### src/include/epc_defines.svh
`ifndef EPC_DEFINES_SVH
`define EPC_DEFINES_SVH

// Timing in ns and derived cycle counts at 100 MHz
`define EPC_CLK_PERIOD_NS   10
`define EPC_ADDRESS_ACCESS_TIME_NS         200
`define EPC_TOE_NS          50
`define EPC_TDF_NS          60
`define EPC_SETUP_NS        1000
`define EPC_PULSE_NS        100000
`define EPC_ADDRESS_ACCESS_TIME_CYC        ((`EPC_ADDRESS_ACCESS_TIME_NS + `EPC_CLK_PERIOD_NS - 1) / `EPC_CLK_PERIOD_NS)
`define EPC_TOE_CYC         ((`EPC_TOE_NS + `EPC_CLK_PERIOD_NS - 1) / `EPC_CLK_PERIOD_NS)
`define EPC_GATE_DLY_CYC    ((`EPC_ADDRESS_ACCESS_TIME_NS - `EPC_TOE_NS) / `EPC_CLK_PERIOD_NS)
`define EPC_TDF_CYC         ((`EPC_TDF_NS + `EPC_CLK_PERIOD_NS - 1) / `EPC_CLK_PERIOD_NS)
`define EPC_SETUP_CYC       ((`EPC_SETUP_NS + `EPC_CLK_PERIOD_NS - 1) / `EPC_CLK_PERIOD_NS)
`define EPC_PULSE_CYC       (`EPC_PULSE_NS / `EPC_CLK_PERIOD_NS)
`define EPC_MAX_PULSES      25
`define EPC_ERASED_BYTE     8'hff

`endif

### src/include/epc_pkg.sv
package epc_pkg;

  typedef enum logic [2:0] {
    EPC_OP_NONE,
    EPC_OP_READ,
    EPC_OP_PROG,
    EPC_OP_PWR_UP,
    EPC_OP_PWR_DN
  } epc_op_e;

  typedef struct packed {
    epc_op_e     op;
    logic [13:0] addr;
    logic [7:0]  data;
  } epc_req_s;

  typedef struct packed {
    logic       done;
    logic       fail;
    logic [7:0] data;
    logic [4:0] pulses;
  } epc_rsp_s;

  typedef struct packed {
    logic select_n;
    logic gate_n;
    logic program_strobe_n;
    logic vcc_prog;
    logic vpp_prog;
  } epc_ctl_s;

endpackage

### src/rtl/epc_timer.sv
`timescale 1ns/1ps
`default_nettype none

module epc_timer #(
  parameter int W = 14
) (
  // Clock and reset
  input  wire logic         mclk,
  input  wire logic         rst_n,
  // Control
  input  wire logic         start,
  input  wire logic [W-1:0] count,
  output logic              expired
);

  logic [W-1:0] cnt_r;
  logic         run_r;

  always_ff @(posedge mclk or negedge rst_n) begin
    if (!rst_n) begin
      cnt_r <= '0;
      run_r <= 1'b0;
    end else if (start) begin
      // Minus one so a count of N waits exactly N cycles
      cnt_r <= count - 1'b1;
      run_r <= 1'b1;
    end else if (run_r && cnt_r != '0) begin
      cnt_r <= cnt_r - 1'b1;
    end else begin
      run_r <= 1'b0;
    end
  end

  // No start term: callers reload from expired, which would loop
  assign expired = run_r && (cnt_r == '0);

endmodule

`default_nettype wire

### src/rtl/epc_ctrl.sv
// Operation
// - Select chooses and powers the device; gate only enables outputs.
// - Gate may lag select by access time minus output enable time.
// - Programming supply high level in programming, normal otherwise; the code holds it high from power-up to power-down, reads included.
// - Core supply raised in programming, normal otherwise; the code holds it raised from power-up to power-down, reads included.
// - Core supply on before programming supply, off after it.
// - Program strobe high before programming supply is applied.
// - Program: supply raised, select low, gate high, data driven.
// - Repeat 100 us strobes with verify, at most 25 per byte.
`timescale 1ns/1ps
`default_nettype none
`include "epc_defines.svh"

module epc_ctrl #(
  parameter int AW          = 14,
  parameter int DW          = 8,
  parameter int MAX_PULSES  = `EPC_MAX_PULSES,
  parameter int PULSE_CYC   = `EPC_PULSE_CYC,
  parameter int SETUP_CYC   = `EPC_SETUP_CYC
) (
  // Clock and reset
  input  wire logic              mclk,
  input  wire logic              rst_n,
  // User request and answer
  input  wire logic              req_valid,
  output logic                   req_ready,
  input  wire epc_pkg::epc_req_s req,
  output epc_pkg::epc_rsp_s      rsp,
  output logic                   powered,
  // Device pins
  output logic [AW-1:0]          mem_addr,
  output logic [DW-1:0]          mem_data_o,
  output logic                   mem_data_oe,
  input  wire logic [DW-1:0]     mem_data_i,
  output epc_pkg::epc_ctl_s      mem_ctl
);

  // ****************************************
  // State
  // ****************************************
  typedef enum logic [3:0] {
    EPC_IDLE, EPC_RD_SEL, EPC_RD_GATE, EPC_RD_FLOAT,
    EPC_PU_VCC, EPC_PU_VPP, EPC_PD_VPP, EPC_PD_VCC,
    EPC_PG_SETUP, EPC_PG_PULSE, EPC_PG_HOLD, EPC_PG_VERIFY, EPC_PG_FLOAT
  } epc_state_e;

  epc_state_e        state_r;
  epc_pkg::epc_ctl_s ctl_r;
  logic [AW-1:0]     addr_r;
  logic [DW-1:0]     data_r;
  logic              data_oe_r;
  logic [4:0]        pulses_r;
  logic              powered_r;
  epc_pkg::epc_rsp_s rsp_r;
  logic [DW-1:0]     sync1_r;
  logic [DW-1:0]     sync2_r;

  logic              t_start;
  logic [16:0]       t_count;
  logic              t_exp;

  epc_timer #(.W(17)) u_timer (
    .mclk    (mclk),
    .rst_n   (rst_n),
    .start   (t_start),
    .count   (t_count),
    .expired (t_exp)
  );

  localparam logic [16:0] GATE_DLY = 17'(`EPC_GATE_DLY_CYC);
  localparam logic [16:0] OE_DLY   = 17'(`EPC_TOE_CYC + 2);
  localparam logic [16:0] DF_DLY   = 17'(`EPC_TDF_CYC);
  localparam logic [16:0] SU_DLY   = 17'(SETUP_CYC);
  localparam logic [16:0] PW_DLY   = 17'(PULSE_CYC);
  localparam logic [4:0]  MAXP     = 5'(MAX_PULSES);

  // ****************************************
  // Data input synchroniser
  // ****************************************
  always_ff @(posedge mclk or negedge rst_n) begin
    if (!rst_n) begin
      sync1_r <= '0;
      sync2_r <= '0;
    end else begin
      sync1_r <= mem_data_i;
      sync2_r <= sync1_r;
    end
  end

  // ****************************************
  // Sequencer
  // ****************************************
  assign req_ready = (state_r == EPC_IDLE);

  always_ff @(posedge mclk or negedge rst_n) begin
    if (!rst_n) begin
      state_r   <= EPC_IDLE;
      ctl_r     <= '{select_n: 1'b1, gate_n: 1'b1, program_strobe_n: 1'b1,
                     vcc_prog: 1'b0, vpp_prog: 1'b0};
      addr_r    <= '0;
      data_r    <= '0;
      data_oe_r <= 1'b0;
      pulses_r  <= '0;
      powered_r <= 1'b0;
      rsp_r     <= '0;
    end else begin
      rsp_r.done <= 1'b0;
      case (state_r)
        EPC_IDLE: begin
          if (req_valid) begin
            addr_r   <= req.addr;
            data_r   <= req.data;
            pulses_r <= '0;
            rsp_r    <= '0;
            case (req.op)
              epc_pkg::EPC_OP_READ: begin
                ctl_r.select_n <= 1'b0;
                state_r        <= EPC_RD_SEL;
              end
              epc_pkg::EPC_OP_PWR_UP: begin
                ctl_r.program_strobe_n <= 1'b1;
                ctl_r.vcc_prog         <= 1'b1;
                state_r                <= EPC_PU_VCC;
              end
              epc_pkg::EPC_OP_PWR_DN: begin
                ctl_r.vpp_prog <= 1'b0;
                state_r        <= EPC_PD_VPP;
              end
              epc_pkg::EPC_OP_PROG: begin
                if (powered_r && ctl_r.program_strobe_n) begin
                  ctl_r.gate_n   <= 1'b1;
                  ctl_r.select_n <= 1'b0;
                  data_oe_r      <= 1'b1;
                  state_r        <= EPC_PG_SETUP;
                end else begin
                  rsp_r.done <= 1'b1;
                  rsp_r.fail <= 1'b1;
                end
              end
              default: rsp_r.done <= 1'b1;
            endcase
          end
        end
        EPC_RD_SEL: if (t_exp) begin
          ctl_r.gate_n <= 1'b0;
          state_r      <= EPC_RD_GATE;
        end
        EPC_RD_GATE: if (t_exp) begin
          rsp_r.data   <= sync2_r;
          ctl_r.gate_n <= 1'b1;
          state_r      <= EPC_RD_FLOAT;
        end
        EPC_RD_FLOAT: if (t_exp) begin
          ctl_r.select_n <= 1'b1;
          rsp_r.done     <= 1'b1;
          state_r        <= EPC_IDLE;
        end
        EPC_PU_VCC: if (t_exp) begin
          ctl_r.vpp_prog <= 1'b1;
          state_r        <= EPC_PU_VPP;
        end
        EPC_PU_VPP: if (t_exp) begin
          powered_r  <= 1'b1;
          rsp_r.done <= 1'b1;
          state_r    <= EPC_IDLE;
        end
        EPC_PD_VPP: if (t_exp) begin
          powered_r      <= 1'b0;
          ctl_r.vcc_prog <= 1'b0;
          state_r        <= EPC_PD_VCC;
        end
        EPC_PD_VCC: if (t_exp) begin
          rsp_r.done <= 1'b1;
          state_r    <= EPC_IDLE;
        end
        EPC_PG_SETUP: if (t_exp) begin
          ctl_r.program_strobe_n <= 1'b0;
          pulses_r               <= pulses_r + 5'd1;
          state_r                <= EPC_PG_PULSE;
        end
        EPC_PG_PULSE: if (t_exp) begin
          ctl_r.program_strobe_n <= 1'b1;
          state_r                <= EPC_PG_HOLD;
        end
        EPC_PG_HOLD: if (t_exp) begin
          data_oe_r    <= 1'b0;
          ctl_r.gate_n <= 1'b0;
          state_r      <= EPC_PG_VERIFY;
        end
        EPC_PG_VERIFY: if (t_exp) begin
          ctl_r.gate_n <= 1'b1;
          rsp_r.data   <= sync2_r;
          state_r      <= EPC_PG_FLOAT;
        end
        EPC_PG_FLOAT: if (t_exp) begin
          if (rsp_r.data == data_r || pulses_r >= MAXP) begin
            ctl_r.select_n <= 1'b1;
            rsp_r.fail     <= (rsp_r.data != data_r);
            rsp_r.pulses   <= pulses_r;
            rsp_r.done     <= 1'b1;
            state_r        <= EPC_IDLE;
          end else begin
            data_oe_r <= 1'b1;
            state_r   <= EPC_PG_SETUP;
          end
        end
        default: state_r <= EPC_IDLE;
      endcase
    end
  end

  // ****************************************
  // Timer loads
  // ****************************************
  always_comb begin
    t_start = 1'b0;
    t_count = '0;
    case (state_r)
      EPC_IDLE: begin
        t_start = req_valid;
        t_count = (req.op == epc_pkg::EPC_OP_READ) ? GATE_DLY : SU_DLY;
      end
      EPC_RD_SEL:    begin t_start = t_exp; t_count = OE_DLY; end
      EPC_RD_GATE:   begin t_start = t_exp; t_count = DF_DLY; end
      EPC_PU_VCC:    begin t_start = t_exp; t_count = SU_DLY; end
      EPC_PD_VPP:    begin t_start = t_exp; t_count = SU_DLY; end
      EPC_PG_SETUP:  begin t_start = t_exp; t_count = PW_DLY; end
      EPC_PG_PULSE:  begin t_start = t_exp; t_count = SU_DLY; end
      EPC_PG_HOLD:   begin t_start = t_exp; t_count = OE_DLY; end
      EPC_PG_VERIFY: begin t_start = t_exp; t_count = DF_DLY; end
      EPC_PG_FLOAT:  begin t_start = t_exp; t_count = SU_DLY; end
      default: begin
        t_start = 1'b0;
        t_count = '0;
      end
    endcase
  end

  // ****************************************
  // Outputs
  // ****************************************
  // Data bus only driven with gate high, device floats then
  assign mem_addr    = addr_r;
  assign mem_data_o  = data_r;
  assign mem_data_oe = data_oe_r;
  assign mem_ctl     = ctl_r;
  assign rsp         = rsp_r;
  assign powered     = powered_r;

endmodule

`default_nettype wire

### config.mk
export PLATFORM = sky130hd
export DESIGN_NAME = epc_ctrl
export DESIGN_NICKNAME = d
export VERILOG_FILES = /design/src/include/epc_pkg.sv /design/src/rtl/epc_timer.sv /design/src/rtl/epc_ctrl.sv
export VERILOG_INCLUDE_DIRS = /design/src /design/src/include
export SDC_FILE = /design/constraint.sdc
export NUM_CORES = 1
export LEC_CHECK = 0
export ABC_CLOCK_PERIOD_IN_PS = 2150
export BUFFER_PORTS_ARGS = -buffer_cell sky130_fd_sc_hd__buf_2
export CAP_MARGIN = 20
export CORE_MARGIN = 2
export CORE_UTILIZATION = 48
export CTS_CLUSTER_SIZE = 30
export DETAILED_ROUTE_END_ITERATION = 8
export PLACE_DENSITY_LB_ADDON = 0.05
export SLEW_MARGIN = 20
export SYNTH_ARGS = -nofsm -noshare
export SYNTH_HDL_FRONTEND = slang
export SYNTH_SLANG_ARGS = --single-unit
### constraint.sdc
create_clock -name mclk -period 2.15 [get_ports mclk]
set_input_delay 0.1075 -clock mclk [delete_from_list [all_inputs] [get_ports mclk]]
set_output_delay 0.1075 -clock mclk [all_outputs]
set_load 0.01 [all_outputs]
### Word-level counts from Yosys, hierarchy flattened

Cells that the tools add are included.

* add/subtract/negate cells: 3
* $lt $le $gt $ge: 1
* eq/ne operators: 43
* multiplexer cells: 61
* reduce and logical (&&, ||, !) cells: 36

Operators with widths (number)
* 14-bit one-hot mux with 5 select lines: 1
* 4-bit two-way mux: 13
* 4-bit one-hot mux with 11 select lines: 1
* 17-bit two-way mux: 2
* 2-bit != test, second input constant: 15
* 5-bit two-way mux: 5
* 4-bit equality test, second input constant: 5
* 5-bit one-hot mux with 2 select lines: 2
* 17-bit logical NOT: 1
* 17-bit nonzero test: 1
* 17-bit by 1-bit subtractor with 17-bit output, second input constant: 1
* 4-bit by 3-bit equality test with 1-bit output, second input constant: 4
* 4-bit one-hot mux with 4 select lines: 1
* 8-bit one-hot mux with 2 select lines: 1
* 1-bit two-way mux: 15
* 15-bit two-way mux: 1
* 1-bit one-hot mux with 3 select lines: 5
* 14-bit by 1-bit subtractor with 15-bit output, second input constant: 1
* 2-bit by 1-bit != test with 1-bit output, second input constant: 7
* 1-bit one-hot mux with 2 select lines: 7
* 7-bit AND reduction: 2
* 2-bit nonzero test: 7
* 13-bit AND reduction: 1
* 4-bit AND reduction: 3
* other kinds (27): 42

* bits in registers: 87
* input bits: 36
* output and inout port bits: 45
* logic and storage cells: 163

### Depth between registers and ports, before layout

Gate-level depths: netlist of run 1.

* word-level depth: 5
* depth in mapped cells: 11

### Hierarchy

A second synthesis of run 1 with hierarchy kept.

* cell total of the unflattened synthesis: 502
* area total of the unflattened synthesis: 4870.9 sq um

Modules (own cells, without submodules)
* epc_ctrl: times used 1, cells an instance 351, area an instance 3387.0 sq um, seq. area each 1730.4 sq um
* epc_timer: times used 1, cells an instance 151, area an instance 1483.9 sq um, seq. area each 450.4 sq um

### Least setup slack after synthesis of run 1

Ideal clock, no wire load.

* kind: register -> register
* start: register u_timer.cnt_r[0]
* end: register pulses_r[0]
* data arrival time: 1831 ps
* slack: 193 ps
* cell stages (with the launch flop): 12
* buffers on the path: 3
* cell sequence: dfrtp_1 inv_1 ha_1 nor3b_1 and3_1 buf_4 and3_1 buf_6 buf_8 nand2_1 a21oi_2 mux2i_1

* word-level cells in the longest chain between the ends: 4

RTL lines
* start, declared: line epc_timer.sv:16 `logic [W-1:0] cnt_r;`
* start signal, assigned: line epc_timer.sv:25 `cnt_r <= count - 1'b1;`
* start signal, assigned: line epc_timer.sv:28 `cnt_r <= cnt_r - 1'b1;`
* 17-bit logical NOT: line epc_timer.sv:35 `assign expired = run_r && (cnt_r == '0);`
* 1-bit logical AND: line epc_timer.sv:35
* 2-bit != test (no source line)
* 3-bit AND reduction (no source line)
* end signal, assigned: line epc_ctrl.sv:178 `pulses_r <= pulses_r + 5'd1;`
* end, declared: line epc_ctrl.sv:52 `logic [4:0] pulses_r;`

Every way passes these cells.
A chain may end at the register's enable or synchronous reset.

### Final worst setup path of run 1

* start: register state_r[1]
* end: register rsp_r, in the netlist rsp[10]

* word-level cells in the longest chain between the ends: 4
* elaborated cells between the ends (all ways): 9
* classes of those cells: eq/ne: 4; mux: 1; reduce/logical: 4

RTL lines
* start, declared: line epc_ctrl.sv:47 `epc_state_e state_r;`
* start signal, assigned: line epc_ctrl.sv:97 `state_r <= EPC_IDLE;`
* start signal, assigned: line epc_ctrl.sv:118 `state_r <= EPC_RD_SEL;`
* start signal, assigned: line epc_ctrl.sv:123 `state_r <= EPC_PU_VCC;`
* 4-bit equality test or 4-bit by 2-bit equality test with 1-bit output (tied branches): line epc_ctrl.sv:108 `case (state_r)`
* 2-bit OR reduction (no source line)
* 2-bit by 1-bit != test with 1-bit output (no source line) or 2-bit nonzero test (tied branches)
* 3-bit AND reduction (no source line)
* end, declared: line epc_ctrl.sv:54 `epc_pkg::epc_rsp_s rsp_r;`

Several ways; a longest one is shown, not always the timed one.

==> flow_summary.ini, run 1 <==
[synthesis]
ys_seq_elements = 87
async_reset_ff_share_pct = 100
yosysWarningCount = 0
synth_edf_count = 0
synthFlopType = dfrtp_1
synth.avg_cell_area_um2 = 9.70
synthesis.instances = 436
syn-num-nets = 476
synth-seq-area-share_pct = 51.6
synth_area_um2 = 4230
synth.distinct_cells = 69

[die]
die_area_um2 = 9580
num_rows = 34
start_util_pct = 49.0
dieWidth_um = 97.9
pin_count = 81
fp.dieH_um = 97.9
core_um2 = 8640

[drt]
viasPerCell = 5.34
drt_first_pass_iters = 4
drc = 0
routedWlPerCell_um = 15.7
ant_nets = 0
wirelength_um = 10900
vias = 3720
drt_iter0_markers = 172

[final_layout]
final_common_cell = nand2_1
final_cell_mix = 102 x nand2_1, 82 x dfrtp_1, 79 x buf_2, 41 x buf_4, 31 x dlygate4sd3_1
nNetsFinal = 623
multi_input_area_um2 = 1970
area_growth_pct = 31.3
fill_cells = 726
seq_area_um2 = 2180
drive_gt1_share_pct = 29.3
diodes = 0

[global_routing]
grt_pass1_vias = 3731
grt_antenna_before_repair = 0
grt_usage_pct = 23.6
grt_pass1_wl_um = 18400
grt_max_degree = 48
grt-ovfl-total = 0

[sta]
final_hold_viol_count = 0
rsz0062_at_grt = yes
setup_viol = 0
report.final.slew_viol_count = 0
post-route-period-util_pct = 95.1
worst_pin_slew_ns = 0.565
holdWs_ns = 0.153
relSlewSlack_pct = 62.3
fmax_mhz = 489
clock_skew_ns = 0.0115
period_minus_slack_ns = 2.05

[critical_path]
end_kind = register
path_cells = or3_1, nor2_4, buf_4, a21oi_2, a22o_1
start_kind = register
critPathLaunch = state_r[1]$_DFFE_PN0P_
cp_slowest_cell = dfrtp_1
rr_worst_depth = 5
r2r-start = state_r[1]$_DFFE_PN0P_
r2r_slack_ns = 0.10
critPathMaxStageDelay_ns = 0.55
worstPathArrival_ns = 2.29
crit_required_ns = 2.40
crit_path_max_fanout = 25
critPathCapture = rsp[10]$_DFFE_PN0P_
worstSetupPathType = register to register
r2r-end = rsp[10]$_DFFE_PN0P_

[placement]
place_congestion = 0.880
dp_hpwl_um = 7650
portBuffers = 80

[clock_tree]
cts_tree = done
clockRootBuffer = clkbuf_8
cts_max_path_buffers = 2
worstSkewPairLatency_ns = 0.36
path_clk_slew_ns = 0.10
htreeDepth = 3
cts_buffers = 9
clock-sinks = 87

[pwr]
ir_drop_mv = 0.693
power.density_nw_per_um2 = 1080
finalPower_mw = 6.01
p_leak_nw = 2.63

[run_status]
status = complete, no violations

[worst_hold_path]
hold_class = primary input to register

[flow_run]
maxCapViolCount = 0
-- worst min-delay path by stage --
stage                    from                       to  cells past startpoint
floorplan               rst_n  mem_addr[0]$_DFFE_PN0P_                      0
global route        req_valid   mem_ctl[4]$_DFFE_PN1P_                      4
detailed placement      rst_n       rsp[2]$_DFFE_PN0P_                      1
CTS                 req_valid   mem_ctl[4]$_DFFE_PN1P_                      4
global placement        rst_n       rsp[0]$_DFFE_PN0P_                      1
finish                req[23]   mem_ctl[0]$_DFFE_PN0P_                      3
-- critical path: cells and delay by family, from the launching register on --
family / cells / cell delay (ns)
and+or+nand+nor: 2 / 0.65
DFF: 1 / 0.55
AOI/OAI and AO/OA: 2 / 0.41
buffers and inverters: 1 / 0.33
-- where the power goes --
group,total (mW),switching [mW],internal (mW)
clock,1.14,0.676,0.460
sequential,2.68,0.505,2.17
combinational,2.20,1.11,1.08
total,6.01,2.30,3.72
-- metal layers --
metal | up-vias | track usage, % | wire, µm
met5 | - | 0 | 0
met2 | 73 | 39.4 | 5470
met1 | 1798 | 32.3 | 4910
met3 | 13 | 3.94 | 400
li1 | 1836 | - | -
met4 | 0 | 5.98 | 141
-- metrics by stage --
step | instances | util [%] | worst slack (ns) | TNS, ns | cell area (µm²)
3_3_place_gp | 649 | 57.8 | 0.100 | 0 | 4990
3_5_place_dp | 649 | 57.8 | -0.0177 | -0.0421 | 4990
6_report | 696 | 64.3 | 0.105 | 0 | 5560
5_1_grt | 696 | 64.3 | -0.00878 | -0.00878 | 5560
2_1_floorplan | 436 | - | 0.193 | 0 | 4230
4_1_cts | 696 | 63.7 | 0.0498 | 0 | 5500
-- flip-flops by register name, indices dropped and copies added (netlist names), 4 cells and up --
| register | count |
|---|---|
| u_timer.cnt_r | 17 |
| rsp | 15 |
| mem_addr | 14 |
| mem_data_o | 8 |
| sync1_r | 8 |
| sync2_r | 8 |
| mem_ctl | 5 |
| pulses_r | 5 |
| state_r | 4 |
-- final cells by class --
cell class / count / share of cell area, %
Inverter: 9 / 0.608
Multi-Input combinational cell: 324 / 35.5
Tap cell: 108 / 2.43
Clock buffer: 9 / 2.23
Timing Repair Buffer: 152 / 18.6
Sequential cell: 87 / 39.3
Clock inverter: 7 / 1.35
-- cells by family (layout without fill, tap and decap cells) --
| group | count (synthesis) | in the layout | synth area share [%] |
|---|---|---|---|
| muxes | 3 | 3 | 0.739 |
| AOI/OAI and AO/OA | 105 | 105 | 16.5 |
| and+or+nand+nor | 193 | 193 | 22.9 |
| buffers and inverters | 25 | 177 | 3.16 |
| adders and majority gates | 4 | 4 | 1.18 |
| xor gates and xnor gates | 19 | 19 | 3.93 |
| DFF | 87 | 87 | 51.6 |
-- cells in the mapped netlist (all sizes together), types with 2 or more instances --
| library cell | count | area share [%] |
|---|---|---|
| nand2 | 104 | 9.3 |
| dfrtp | 84 | 50 |
| o21ai | 29 | 3.4 |
| nor2 | 24 | 2.4 |
| a21oi | 22 | 2.9 |
| nand3 | 15 | 2.2 |
| buf | 10 | 1.8 |
| nor3 | 10 | 1.6 |
| xor2 | 10 | 2.1 |
| xnor2 | 9 | 1.9 |
| a22o | 8 | 1.7 |
| inv | 7 | 0.62 |
| a31oi | 6 | 0.89 |
| clkbuf | 6 | 0.53 |
| nor4 | 6 | 1.2 |
| o31ai | 6 | 1.1 |
| nand4 | 5 | 0.74 |
| nor2b | 5 | 0.74 |
| o211ai | 5 | 0.89 |
| o22ai | 5 | 0.89 |
| a211oi | 4 | 0.71 |
| a21boi | 4 | 0.80 |
| and3 | 4 | 0.59 |
| ha | 4 | 1.2 |
| nor3b | 4 | 0.71 |
| dfstp | 3 | 1.9 |
| nand2b | 3 | 0.62 |
| o21a | 3 | 0.53 |
| or3 | 3 | 0.56 |
| a32oi | 2 | 0.41 |
| and2b | 2 | 0.38 |
| clkinv | 2 | 0.18 |
| mux2i | 2 | 0.47 |
| nand3b | 2 | 0.35 |
| or4 | 2 | 0.35 |
-- what timing repair did --
action | 4_1_cts | 5_1_grt
resized for setup | 1 | 13
pin swaps | 0 | 2
endpoints found under the hold margin | 75 | 0
endpoints found under the setup margin | 14 | 30
hold buffers | 31 | 0
cloned | 0 | 0
buffers inserted | 0 | 0
No activity file was read; power rests on OpenSTA's default activity.
==> run 2, diff against run 1 <==
--- a/config.mk
+++ b/config.mk
@@ -13,7 +13,7 @@
 export CORE_UTILIZATION = 48
 export CTS_CLUSTER_SIZE = 30
 export DETAILED_ROUTE_END_ITERATION = 8
-export PLACE_DENSITY_LB_ADDON = 0.05
+export PLACE_DENSITY = 0.71
 export SLEW_MARGIN = 20
 export SYNTH_ARGS = -nofsm -noshare
 export SYNTH_HDL_FRONTEND = slang
==> run 2 against run 1 <==
Power is 0.28% lower. Combinational power hardly changed. Die area stayed put. Register-to-register slack worse by 0.02 ns. First-iteration DRC count is 35% higher. Flip-flop and latch count stayed put. Cell count is 0.43% lower. Clock power hardly changed. Clock skew is 0.0016 ns lower. Clock-buffer cell count is 1 higher. Utilization is 0.43 points lower. Largest power group unchanged.
==> flow_summary.ini, run 2 (same netlist as run 1, synthesis figures left out) <==
[run_status]
status = complete, no violations

[final_layout]
final_cell_area_um2 = 5520
final_cells = 693
largest_reg_flops = 17
drive_gt1_share_pct = 29.4
diodes = 0
nNetsFinal = 620
final_common_cell = nand2_1
top_register = u_timer.cnt_r
area_growth_pct = 30.4
finish.utilization_pct = 63.9
final_cell_mix = 102 x nand2_1, 80 x dfrtp_1, 79 x buf_2, 38 x buf_4, 31 x dlygate4sd3_1

[sta]
setup_viol = 0
clock_skew_ns = 0.00995
worst_slack_ns = 0.0852
holdWs_ns = 0.156
period_minus_slack_ns = 2.06
finalSetupTns_ns = 0
relSlewSlack_pct = 67.0
worst_pin_slew_ns = 0.495
post-route-period-util_pct = 96.0
rsz0062_at_grt = yes
fmax_mhz = 484
report.final.slew_viol_count = 0
final_hold_viol_count = 0

[die]
fp.dieH_um = 97.9
num_rows = 34
dieWidth_um = 97.9
pin_count = 81
core_um2 = 8640
die_area_um2 = 9580
start_util_pct = 49.0

[critical_path]
crit_required_ns = 2.42
start_kind = register
r2r-start = u_timer.cnt_r[13]$_DFFE_PN0P_
r2r_slack_ns = 0.09
end_kind = register
r2r-end = rsp[1]$_DFFE_PN0P_
worstPathArrival_ns = 2.34
rr_worst_depth = 6
crit_path_max_fanout = 10
worstSetupPathType = register to register

[worst_hold_path]
hold_class = primary input to register
holdPathStages = 4
hp-start = req_valid
holdPathEnd = mem_ctl[4]$_DFFE_PN1P_

[pwr]
finalPower_mw = 6.00
p_clk_share_pct = 18.9
p_int_mw = 3.73
power.density_nw_per_um2 = 1090
p_leak_nw = 2.61
comb_power_share_pct = 36.5
p_sw_mw = 2.27
pwr-share-seq_pct = 44.7
p_sw_share_pct = 37.9
ir_drop_mv = 0.605

[drt]
drc = 0
drt_iter0_markers = 233
vias = 3749
drt_first_pass_iters = 4
ant_nets = 0
routedWlPerCell_um = 15.3
viasPerCell = 5.41
wirelength_um = 10600

[clock_tree]
clock-sinks = 87
worstSkewPairLatency_ns = 0.37
clockRootBuffer = clkbuf_8
htreeDepth = 3
path_clk_slew_ns = 0.09
cts_max_path_buffers = 2
cts_buffers = 9
cts_tree = done

[global_routing]
use_met3_pct = 6.73
top_usage_layer = met2
grt_usage_pct = 22.3
use_met2_pct = 36.1
grt_pass1_vias = 3766
grt_max_degree = 52
grt_pass1_wl_um = 17600
use_met1_pct = 29.6
grt_antenna_before_repair = 0
grt-ovfl-total = 0

[placement]
dp_hpwl_um = 7090
place_ws_ns = 0.0193
place_area_um2 = 4940
place_congestion = 0.962
dp_cells = 642
portBuffers = 80

[flow_run]
maxCapViolCount = 0
-- run 2: cell count changes in the layout (fill, tap and decap cells not counted), sizes merged --
| cell | previous run | this run |
|---|---|---|
| inv | 11 | 12 |
| clkinv | 4 | 3 |
| clkinvlp | 1 | 0 |
| buf | 121 | 118 |
| clkbuf | 9 | 10 |
-- run 2: critical path: stages (launching register included) --
cell and delay (ns):
dfrtp_1 0.46, nor4_4 0.42, and3_4 0.27, nand3_4 0.12, o31a_1 0.34, buf_4 0.17
o31ai_1 0.19
-- run 2: how the worst max path moves through the flow --
stage	cells after the start	startpoint	endpoint	slack, ns
after floorplan	11	u_timer.cnt_r[0]$_DFFE_PN0P_	pulses_r[0]$_DFFE_PN0P_	0.19
after global placement	11	state_r[0]$_DFFE_PN0P_	u_timer.cnt_r[4]$_DFFE_PN0P_	0.10
after detailed placement	8	u_timer.cnt_r[0]$_DFFE_PN0P_	u_timer.cnt_r[6]$_DFFE_PN0P_	0.02
after CTS	11	state_r[0]$_DFFE_PN0P_	u_timer.cnt_r[4]$_DFFE_PN0P_	0.01
after global routing	6	u_timer.cnt_r[13]$_DFFE_PN0P_	u_timer.cnt_r[5]$_DFFE_PN0P_	-0.02
final	6	u_timer.cnt_r[13]$_DFFE_PN0P_	rsp[1]$_DFFE_PN0P_	0.09
-- run 2: final cells by class --
type,count,area (µm²)
tap,108,135
clock buffer,10,138
fill,710,3120
clock inverter,6,57.6
multi-input combinational,324,1960
sequential,87,2190
inverter,9,33.8
timing repair buffer,149,1010
-- run 2: repair_timing --
action | in CTS | in global routing
hold endpoints to repair | 66 | 0
hold buffers | 31 | 0
gates resized for setup | 1 | 15
setup buffers | 0 | 4
setup endpoints to repair | 3 | 27
pin swaps | 0 | 3
-- run 2: power by group through the flow --
stage	sequential [mW]	combinational (mW)	clock (mW)
finish	2.68	2.19	1.13
global route	2.75	2.43	1.24
CTS	2.66	2.12	1.16
detailed placement	2.68	2.06	0
global placement	2.67	2.02	0
floorplan	2.74	1.17	0
-- run 2: metal layers --
metal  vias up  part of all wire [%]
met3        15                   5.8
met2       112                    48
li1       1826                     -
met5         -                     0
met4         0                   1.5
met1      1796                    45
==> run 3, diff against run 2 <==
--- a/config.mk
+++ b/config.mk
@@ -10,10 +10,9 @@
 export BUFFER_PORTS_ARGS = -buffer_cell sky130_fd_sc_hd__buf_2
 export CAP_MARGIN = 20
 export CORE_MARGIN = 2
-export CORE_UTILIZATION = 48
+export CORE_UTILIZATION = 43
 export CTS_CLUSTER_SIZE = 30
 export DETAILED_ROUTE_END_ITERATION = 8
-export PLACE_DENSITY = 0.71
 export SLEW_MARGIN = 20
 export SYNTH_ARGS = -nofsm -noshare
 export SYNTH_HDL_FRONTEND = slang
==> run 3 against run 2 <==
Non-clock buffer count grew 11. Register-to-register slack is essentially flat. Critical endpoint is now u_timer.cnt_r[14]$_DFFE_PN0P_. Maximum frequency grew 0.31%. Design area grew 1.8%. Worst hold slack lost 0.043 ns. Sequential power is essentially flat. Highest routed layer unchanged. First-iteration DRC count shrank 22%. Setup slack gained 0.0063 ns. Global-route usage grew 0.50 points.
==> flow_summary.ini, run 3 (same netlist as run 1, synthesis figures left out) <==
[run_status]
status = complete, no violations

[final_layout]
drive_gt1_share_pct = 30.0
finish.utilization_pct = 58.3
diodes = 0
final_common_cell = nand2_1
area_growth_pct = 32.8
largest_reg_flops = 17
final_cell_mix = 102 x nand2_1, 82 x dfrtp_1, 79 x buf_2, 50 x buf_4, 31 x dlygate4sd3_1
top_register = u_timer.cnt_r
nNetsFinal = 631

[clock_tree]
htreeDepth = 3
worstSkewPairLatency_ns = 0.37
cts_tree = done
clock-sinks = 87
cts_buffers = 9
path_clk_slew_ns = 0.11
cts_max_path_buffers = 2
clockRootBuffer = clkbuf_8

[sta]
setup_viol = 0
clock_skew_ns = 0.0189
relSlewSlack_pct = 49.8
period_minus_slack_ns = 2.06
worst_pin_slew_ns = 0.754
fmax_mhz = 486
report.final.slew_viol_count = 0
finalSetupTns_ns = 0
post-route-period-util_pct = 95.7
final_hold_viol_count = 0
worst_slack_ns = 0.0915

[global_routing]
grt_pass1_wl_um = 18700
grt_max_degree = 60
grt-ovfl-total = 0
grt_antenna_before_repair = 0
grt_usage_pct = 22.8
grt_pass1_vias = 3925

[critical_path]
worstSetupPathType = register to register
end_kind = register
crit_path_max_fanout = 4
rr_worst_depth = 9
r2r_slack_ns = 0.09
start_kind = register
worstPathArrival_ns = 2.36
crit_required_ns = 2.45

[pwr]
power.density_nw_per_um2 = 1070
finalPower_mw = 6.01
p_leak_nw = 2.68
ir_drop_mv = 0.632

[die]
num_rows = 36
die_area_um2 = 10600
start_util_pct = 43.9
pin_count = 81
dieWidth_um = 103
fp.dieH_um = 103
core_um2 = 9640

[placement]
dp_hpwl_um = 7880
place_ws_ns = 0.0431
portBuffers = 80
place_congestion = 0.883

[flow_run]
maxCapViolCount = 0

[drt]
drc = 0
ant_nets = 0
drt_iter0_markers = 181
viasPerCell = 5.17
vias = 3768
routedWlPerCell_um = 15.4
drt_first_pass_iters = 4
wirelength_um = 11200

[worst_hold_path]
holdPathStages = 4
hold_class = primary input to register
run 3: cell types whose count changed in the layout (fill, tap and decap cells not counted), sizes merged:
cell | before | now
buf | 118 | 129
clkbuf | 10 | 9
clkinv | 3 | 4
run 3: critical path: stages (launching register included):
cell,delay (ns)
dfrtp_1,0.35
inv_1,0.06
ha_1,0.22
nor3b_2,0.17
and3_4,0.16
buf_4,0.15
nor3_4,0.22
nand2_2,0.10
or4_1,0.41
a21oi_1,0.16
run 3: through the flow:
stage,hold WS (ns),instance area [µm²],instances
6_report,0.113,5620,729
5_1_grt,0.142,5620,729
4_1_cts,0.0993,5570,727
3_5_place_dp,0.218,5050,680
3_3_place_gp,0.216,5050,680
2_1_floorplan,-0.188,4230,436
run 3: per-layer routing:
| metal | global-route usage (%) | vias up | share of wire, % | routed length (µm) |
|---|---|---|---|---|
| met1 | 28.9 | 1807 | 45 | 5070 |
| met3 | 5.38 | 21 | 4.6 | 516 |
| met2 | 37.5 | 92 | 48 | 5370 |
| met5 | 0 | - | 0 | 0 |
| met4 | 10.0 | 0 | 2.2 | 252 |
| li1 | - | 1848 | - | - |
run 3: cell type report:
cell class | instances | area (µm²)
Fill cell | 860 | 4020
Sequential cell | 87 | 2180
Multi-Input combinational cell | 324 | 1950
Timing Repair Buffer | 160 | 1080
Tap cell | 133 | 166
Clock buffer | 9 | 124
Clock inverter | 7 | 81.3
Inverter | 9 | 33.8
run 3: timing repair:
item                                   CTS  global route
gates resized for setup                  0            11
hold buffers                            31             0
buffers inserted                         0             2
setup endpoints to repair                0            39
endpoints found under the hold margin   83             0
run 3: worst paths after layout:
kind                                                 end                         start
min                               mem_ctl[4]$_DFFE_PN1P_                     req_valid
min reg2reg                         sync2_r[3]$_DFF_PN0_          sync1_r[3]$_DFF_PN0_
min in group asynchronous             rsp[3]$_DFFE_PN0P_                         rst_n
max reg2reg                u_timer.cnt_r[14]$_DFFE_PN0P_  u_timer.cnt_r[0]$_DFFE_PN0P_
max                        u_timer.cnt_r[14]$_DFFE_PN0P_  u_timer.cnt_r[0]$_DFFE_PN0P_
max in group asynchronous        mem_addr[5]$_DFFE_PN0P_                         rst_n
run 3: report_power, final:
part           switching, mW  internal, mW
Sequential             0.497          2.17
Combinational           1.11          1.06
Clock                  0.702         0.468
